==> src/logic/bcp_pkg.sv <==
// constants shared by the bus control port and its users
package bcp_pkg;
	// register offsets within the port bank
	localparam logic [7:0] OFS_HI_DIR    = 8'h12;
	localparam logic [7:0] OFS_HI_DATA   = 8'h13;
	localparam logic [7:0] OFS_CTL_DIR   = 8'h14;
	localparam logic [7:0] OFS_CTL_DATA  = 8'h15;
	localparam logic [3:0] PORT_BANK     = 4'h1;
	// widths
	localparam int         CTL_W         = 3;
	localparam int         HI_W          = 8;
	localparam int         CTL_PAD_W     = 5;
	// control pin positions in the bus mode
	localparam int         ALE_BIT       = 0;
	localparam int         OE_N_BIT      = 1;
	localparam int         WR_N_BIT      = 2;
	// reset values
	localparam logic [2:0] CTL_DIR_RST   = 3'h7;
	localparam logic [7:0] HI_DIR_RST    = 8'hFF;
	localparam logic [2:0] CTL_LATCH_POR = 3'h0;
	localparam logic [7:0] HI_LATCH_POR  = 8'h00;
	localparam logic [7:0] RDATA_RST     = 8'h00;
	localparam logic [7:0] UNMAPPED_RD   = 8'h00;
	// operating mode codes on the configuration input
	localparam logic [1:0] MODE_MICROPROC = 2'h0;
	localparam logic [1:0] MODE_MICROCTL  = 2'h1;
	localparam logic [1:0] MODE_EXT_MCU   = 2'h2;
	localparam logic [1:0] MODE_PROT_MCU  = 2'h3;
endpackage

==> src/logic/bcp_port.sv <==
// bus control port: three-bit control port and high-byte port with bus takeover
// What this block does
// RL1 - control pin is an input while its direction bit is one
// RL2 - control pin drives its latch bit while direction bit is zero
// RL3 - data read returns pin levels; data write changes only the latch
// RL4 - microprocessor or extended modes hand the control port to the bus
// RL5 - bit 0 is general I/O or the address latch strobe
// RL6 - bit 1 is general I/O or the active-low read strobe
// RL7 - bit 2 is general I/O or the active-low write strobe
// RL8 - read and write strobes are active low on both sides
// RL9 - other two microcontroller modes keep the port as plain I/O
// RL10 - every reset sets control direction to ones; latch kept on soft reset
// RL11 - every reset sets high-byte direction to ones; latch kept on soft reset
// RL12 - upper five bits of the control registers read as zero
// RL13 - a write stores the whole latch, input bits included
// RL14 - write lands at cycle end, read samples pins at cycle start
// RL15 - software leaves one instruction between write and read of a port
// RL16 - outside parties do not fight a pin the device drives
// RL17 - master clear and watchdog resets keep the data latches
// RL18 - in bus modes the high-byte port carries address/data bits 15:8
// RL19 - high-byte pin is input when its direction bit is one, else output
// RL20 - while serving the bus, bus logic owns direction and drive
`timescale 1ns/100ps
module bcp_port
(
	input  wire logic       core_clk,                 // 100 MHz instruction clock
	input  wire logic       rstn,                     // power-on reset, active low
	input  wire logic       nonpor_rst,               // master clear or watchdog reset
	input  wire logic [1:0] op_mode,                  // operating mode configuration
	input  wire logic [3:0] bank_select_reg,          // current register bank
	input  wire logic [7:0] reg_addr,                 // register offset
	input  wire logic       reg_wr,                   // register write strobe
	input  wire logic       reg_rd,                   // register read strobe
	input  wire logic [7:0] reg_wdata,                // write data
	output logic      [7:0] reg_rdata,                // read data, registered
	input  wire logic       bus_ale,                  // address latch strobe from bus logic
	input  wire logic       bus_oe_n,                 // read strobe from bus logic, low active
	input  wire logic       bus_wr_n,                 // write strobe from bus logic, low active
	input  wire logic [7:0] bus_hi_out,               // high address/data byte to drive
	input  wire logic       bus_hi_drive,             // bus logic drives the high byte
	output logic      [7:0] bus_hi_in,                // high byte sampled from pins
	output logic            bus_mode,                 // port is serving the bus
	input  wire logic       addr_latch_strobe_pin_in, // pin 0 level
	output logic            addr_latch_strobe_pin_out,// pin 0 drive value
	output logic            addr_latch_strobe_pin_oe, // pin 0 drive enable
	input  wire logic       read_strobe_n_pin_in,     // pin 1 level
	output logic            read_strobe_n_pin_out,    // pin 1 drive value
	output logic            read_strobe_n_pin_oe,     // pin 1 drive enable
	input  wire logic       write_strobe_n_pin_in,    // pin 2 level
	output logic            write_strobe_n_pin_out,   // pin 2 drive value
	output logic            write_strobe_n_pin_oe,    // pin 2 drive enable
	input  wire logic [7:0] muxed_addr_data_high_in,  // high-byte pin levels
	output logic      [7:0] muxed_addr_data_high_out, // high-byte drive values
	output logic      [7:0] muxed_addr_data_high_oe   // high-byte drive enables
);

	// bus takeover decode, used by both ports
	function automatic logic is_bus_mode(input logic [1:0] mode);
		is_bus_mode = (mode == bcp_pkg::MODE_MICROPROC) || (mode == bcp_pkg::MODE_EXT_MCU);
	endfunction

	logic       rst_meta_r;
	logic       rst_n;
	logic [2:0] ctl_dir_r;
	logic [2:0] ctl_latch_r;
	logic [7:0] hi_dir_r;
	logic [7:0] hi_latch_r;
	logic [2:0] ctl_pin_lvl;
	logic [2:0] ctl_bus_val;
	logic [2:0] ctl_out;
	logic [2:0] ctl_oe;
	logic       bus_now;
	logic       bank_hit;
	logic       wr_ctl_dir;
	logic       wr_ctl_data;
	logic       wr_hi_dir;
	logic       wr_hi_data;
	logic [7:0] rd_nxt;

	// reset release through two flops; the first is seen only by the second
	always_ff @(posedge core_clk or negedge rstn)
	begin
		if (!rstn)
		begin
			rst_meta_r <= 1'b0;
			rst_n      <= 1'b0;
		end
		else
		begin
			rst_meta_r <= 1'b1;
			rst_n      <= rst_meta_r;
		end
	end

	// access decode; only the port bank reaches these offsets
	assign bank_hit    = (bank_select_reg == bcp_pkg::PORT_BANK);
	assign wr_ctl_dir  = reg_wr && bank_hit && (reg_addr == bcp_pkg::OFS_CTL_DIR);
	assign wr_ctl_data = reg_wr && bank_hit && (reg_addr == bcp_pkg::OFS_CTL_DATA);
	assign wr_hi_dir   = reg_wr && bank_hit && (reg_addr == bcp_pkg::OFS_HI_DIR);
	assign wr_hi_data  = reg_wr && bank_hit && (reg_addr == bcp_pkg::OFS_HI_DATA);
	assign bus_now     = is_bus_mode(op_mode); // RL4 RL9

	// control direction: ones on any reset so pins come up as inputs
	always_ff @(posedge core_clk or negedge rst_n)
	begin
		if (!rst_n)
			ctl_dir_r <= bcp_pkg::CTL_DIR_RST; // RL10
		else if (nonpor_rst)
			ctl_dir_r <= bcp_pkg::CTL_DIR_RST; // RL10 RL17
		else if (wr_ctl_dir)
			ctl_dir_r <= reg_wdata[bcp_pkg::CTL_W-1:0];
	end

	// control latch: whole field written, input bits too, so rmw copies pin levels
	always_ff @(posedge core_clk or negedge rst_n)
	begin
		if (!rst_n)
			ctl_latch_r <= bcp_pkg::CTL_LATCH_POR;
		else if (wr_ctl_data && !nonpor_rst)
			ctl_latch_r <= reg_wdata[bcp_pkg::CTL_W-1:0]; // RL3 RL13 RL14 RL17
	end

	// high-byte direction: ones on any reset
	always_ff @(posedge core_clk or negedge rst_n)
	begin
		if (!rst_n)
			hi_dir_r <= bcp_pkg::HI_DIR_RST; // RL11
		else if (nonpor_rst)
			hi_dir_r <= bcp_pkg::HI_DIR_RST; // RL11 RL17
		else if (wr_hi_dir)
			hi_dir_r <= reg_wdata;
	end

	// high-byte latch, kept across soft resets
	always_ff @(posedge core_clk or negedge rst_n)
	begin
		if (!rst_n)
			hi_latch_r <= bcp_pkg::HI_LATCH_POR;
		else if (wr_hi_data && !nonpor_rst)
			hi_latch_r <= reg_wdata; // RL13 RL14 RL17
	end

	// pin levels and bus strobes packed by bit position
	assign ctl_pin_lvl = {write_strobe_n_pin_in, read_strobe_n_pin_in, addr_latch_strobe_pin_in};
	assign ctl_bus_val[bcp_pkg::ALE_BIT]  = bus_ale;  // RL5
	assign ctl_bus_val[bcp_pkg::OE_N_BIT] = bus_oe_n; // RL6 RL8
	assign ctl_bus_val[bcp_pkg::WR_N_BIT] = bus_wr_n; // RL7 RL8

	// per-pin mux: bus strobes always driven in bus mode, else latch under direction
	genvar gi;
	generate
		for (gi = 0; gi < bcp_pkg::CTL_W; gi++)
		begin : g_ctl
			assign ctl_out[gi] = bus_now ? ctl_bus_val[gi] : ctl_latch_r[gi]; // RL2 RL20
			assign ctl_oe[gi]  = bus_now ? 1'b1 : ~ctl_dir_r[gi]; // RL1 RL2 RL20
		end
		for (gi = 0; gi < bcp_pkg::HI_W; gi++)
		begin : g_hi
			assign muxed_addr_data_high_out[gi] = bus_now ? bus_hi_out[gi] : hi_latch_r[gi]; // RL18
			assign muxed_addr_data_high_oe[gi]  = bus_now ? bus_hi_drive : ~hi_dir_r[gi]; // RL19 RL20
		end
	endgenerate

	assign addr_latch_strobe_pin_out = ctl_out[bcp_pkg::ALE_BIT];
	assign addr_latch_strobe_pin_oe  = ctl_oe[bcp_pkg::ALE_BIT];
	assign read_strobe_n_pin_out     = ctl_out[bcp_pkg::OE_N_BIT];
	assign read_strobe_n_pin_oe      = ctl_oe[bcp_pkg::OE_N_BIT];
	assign write_strobe_n_pin_out    = ctl_out[bcp_pkg::WR_N_BIT];
	assign write_strobe_n_pin_oe     = ctl_oe[bcp_pkg::WR_N_BIT];

	// read mux; data registers return pin levels, not latches
	always_comb
	begin
		rd_nxt = bcp_pkg::UNMAPPED_RD;
		if (bank_hit)
		begin
			unique case (reg_addr)
				bcp_pkg::OFS_HI_DIR:   rd_nxt = hi_dir_r;
				bcp_pkg::OFS_HI_DATA:  rd_nxt = muxed_addr_data_high_in; // RL3
				bcp_pkg::OFS_CTL_DIR:  rd_nxt = {{bcp_pkg::CTL_PAD_W{1'b0}}, ctl_dir_r}; // RL12
				bcp_pkg::OFS_CTL_DATA: rd_nxt = {{bcp_pkg::CTL_PAD_W{1'b0}}, ctl_pin_lvl}; // RL3 RL12
				default:               rd_nxt = bcp_pkg::UNMAPPED_RD;
			endcase
		end
	end

	// read data sampled on the edge that opens the cycle; a write in the same
	// cycle shows on the pins only afterwards, hence the gap software leaves
	always_ff @(posedge core_clk or negedge rst_n)
	begin
		if (!rst_n)
			reg_rdata <= bcp_pkg::RDATA_RST;
		else if (reg_rd)
			reg_rdata <= rd_nxt; // RL14 RL15
	end

	// bus-side sample of the high byte and registered mode flag
	always_ff @(posedge core_clk or negedge rst_n)
	begin
		if (!rst_n)
		begin
			bus_hi_in <= bcp_pkg::HI_LATCH_POR;
			bus_mode  <= 1'b0;
		end
		else
		begin
			bus_hi_in <= muxed_addr_data_high_in; // RL18
			bus_mode  <= bus_now;
		end
	end
endmodule

==> config.mk <==
export PLATFORM = sky130hd
export DESIGN_NAME = bcp_port
export DESIGN_NICKNAME = d
export VERILOG_FILES = /design/src/logic/bcp_pkg.sv /design/src/logic/bcp_port.sv
export SDC_FILE = /design/constraint.sdc
export NUM_CORES = 1
export LEC_CHECK = 0
export CAP_MARGIN = 20
export CORE_MARGIN = 1
export CORE_UTILIZATION = 38
export CTS_BUF_LIST = sky130_fd_sc_hd__clkbuf_4
export CTS_CLUSTER_SIZE = 40
export DETAILED_ROUTE_END_ITERATION = 16
export DONT_BUFFER_PORTS = 1
export GPL_TIMING_DRIVEN = 0
export PLACE_DENSITY_LB_ADDON = 0.25
export SYNTH_ARGS = -nofsm -noshare
export SYNTH_HDL_FRONTEND = slang
export SYNTH_SLANG_ARGS = --single-unit
==> constraint.sdc <==
create_clock -name core_clk -period 1.7 [get_ports core_clk]
set_input_delay 0.34 -clock core_clk [delete_from_list [all_inputs] [get_ports core_clk]]
set_output_delay 0.34 -clock core_clk [all_outputs]
set_load 0.01 [all_outputs]
==> out/results.ini <==
[clocking]
htreeDepth=2
tritoncts=built
postCtsSetupBuffers=0
root_buffer=clkbuf_4
clk_pin_slew_ps=110
clock-sinks=41
clock_latency_ps=340
cts_buffer_depth=2
cts_buffers=5

[yosys]
synth-compound-area-share_pct=10.33
synthSimpleGateAreaFrac_pct=12.48
synth_edf_count=0
yosys_warnings=0
syn-num-nets=217
netlist_instances=167
ys_ff_latch=41
syn_area_sq_um=1986
synthTopCellsByArea=dfrtp_1 38%, dfstp_2 15%, mux2_2 12%
synth_top_cell_by_area=dfrtp_1
synth_top_area_share_pct=37.81
ys_types=29
ys_seq_area_share_pct=52.36
syn_area_per_cell_sq_um=11.89
synth_ff_type=dfrtp_1
synth.mux.area_fraction_pct=21.05
async_reset_ff_share_pct=100.0
synthAdderAreaFrac_pct=0
synth_top_family_by_area=multiplexers
synth_xor_area_share_pct=0

[sta]
finalSetupViolCount=0
finalCriticalPeriod_ps=1492
drv_slew=0
finalCritPeriodShare_pct=87.75
relSlewSlack_pct=45.23
hold_viol_final=0
rsz0062_at_grt=false
skew_ps=12.56
worstMarginPinSlew_ps=821.6
hold_slack_ps=121.2
fmax_ghz=0.6704

[critical_path]
crit_buf_inv=2
slowest_delay_ps=380
critical_path_required_ps=1360
cp.arrival_ps=1150
worstSetupPathType=in -> out
crit_fanout=10
critPathCaptureType=primary output
crit_family=buffers and inverters
path_cells=clkbuf_2 -> clkbuf_4 -> mux2_2
cpMaxStageDelayCell=mux2_2
start_kind=input pin

[route]
drc=0
initialDrtViolationCount=77
post_drt_wl_per_cell_um=18.43
ant_nets=0
via_per_inst=5.709
wl_um=4625
vias=1433
dr.pass1.iters=4

[power_and_ir_drop]
p_per_area_nw_per_um2=794.6
total_power_uw=1793
peakVddDrop_v=0.0003263
p_leak_uw=0.0009981

[grt]
grt_pass1_wl_um=7327
grt_pass1_vias=1483
overflow=0
track_usage_pct=17.92
antenna_found_initial=0
grt_start_max_net_pins=40

[floorplanning]
coreArea_sq_um=4880
io_pins=89
rows=25
die_x_um=74.29
die-height_um=74.29
die_area_sq_um=5518
start_util_pct=40.69

[placement]
dp_cells=234
port_buffers=0
place_congestion=0.8053
dp_hpwl_um=3457

[final_layout]
drive_above_1_share_pct=28.80
fin_cells=251
layout_common_cells=29 x dfrtp_1, 22 x mux2_2, 17 x mux2i_1
post-route-util_pct=46.26
layout-area-overhead-vs-synth_pct=13.67
num_antenna_cells=0
num-nets-final=233
mostFrequentLayoutCell=dfrtp_1

[outcome]
status=finished clean

[run]
maxCapViolations=0

[hold_path]
hp-class=in -> reg

final cells by class:
cell class	count	area, sq um
Tap cell	67	83.83
Clock buffer	6	45.04
Clock inverter	2	35.03
Timing Repair Buffer	9	90.09
Fill cell	460	2623
Sequential cell	41	1041
Inverter	9	35.03
Multi-Input combinational cell	108	878.3
Buffer	9	48.80
what timing repair did:
| item | 4_1_cts | 5_1_grt |
|---|---|---|
| endpoints found under the setup margin | 15 | 15 |
| endpoints found under the hold margin | 8 | 2 |
| gates cloned | 0 | 0 |
| gates resized for setup | 3 | 2 |
| hold buffers | 7 | 2 |
sequential cells by signal (all words and copies together), names as in the netlist:
| name | count |
|---|---|
| ctl_dir_r | 3 |
| hi_dir_r | 8 |
| ctl_latch_r | 3 |
| rst_meta_r | 1 |
| rst_n | 1 |
| hi_latch_r | 8 |
| reg_rdata | 8 |
| bus_mode | 1 |
| bus_hi_in | 8 |
metrics by stage:
stage                     setup TNS (ps)  setup slack (ps)  area, sq um
after floorplan                        0             11.76         1996
after global placement             -1562            -123.0         2079
after detailed placement           -2535            -146.9         2081
after CTS                              0             37.29         2236
after global routing                   0             110.5         2257
final                                  0             208.3         2257
final timing paths:
kind | cells after the start | start | end | slack, ps
min in group asynchronous | 1 | rstn | rst_n$_DFF_PN0_ | 220
worst min register to register | 0 | rst_n$_DFF_PN0_ | bus_hi_in[0]$_DFF_PN0_ | 360
worst max register to register | 3 | ctl_dir_r[1]$_DFFE_PN1P_ | reg_rdata[1]$_DFFE_PN0P_ | 650
worst max-delay path | 3 | op_mode[0] | muxed_addr_data_high_out[2] | 210
max in group asynchronous | 0 | rst_n$_DFF_PN0_ | hi_latch_r[2]$_DFFE_PN0P_ | 820
worst min-delay path | 1 | reg_wdata[0] | ctl_dir_r[0]$_DFFE_PN1P_ | 120
synth_stat cells, drive strengths merged (3+ instances only):
master and number:
or4b 3, dfstp 11, nor2 13, clkbuf 6, o21ai 8, nor4 3, mux2i 17, nand2 4
nand4 4, dfrtp 30, a211o 5, nor4b 3, o22a 3, mux2 22, nand2b 3, inv 8
o22ai 8, o41a 3, buf 3
worst register-to-register path: cells and delay by family, from the launching register on:
| kind | cells | cell delay (ps) |
|---|---|---|
| muxes | 1 | 80 |
| DFF | 1 | 570 |
| AOI/OAI and AO/OA | 2 | 330 |
per-layer routing:
metal  GRT usage, %  share of wire [%]  vias up
li1               -                  -      642
met1          21.81                 42      707
met2          30.00                 49       76
met3          6.098                7.4        8
met4          5.660                1.7        0
met5              0                  0        -
report_power, final:
part           total (uW)  internal (uW)  switching, uW
logic                 148           68.9           78.7
clock network         628            324            304
registers            1020            990           27.1
total                1790           1380            410
kinds of logic (layout without fill, tap and decap cells):
family / Yosys count / in the layout
mux: 39 / 39
compound gates: 28 / 28
flops: 41 / 41
buf+inv: 18 / 35
simple gates: 40 / 40
other cells: 1 / 1
(Power assumes the default switching activity.)
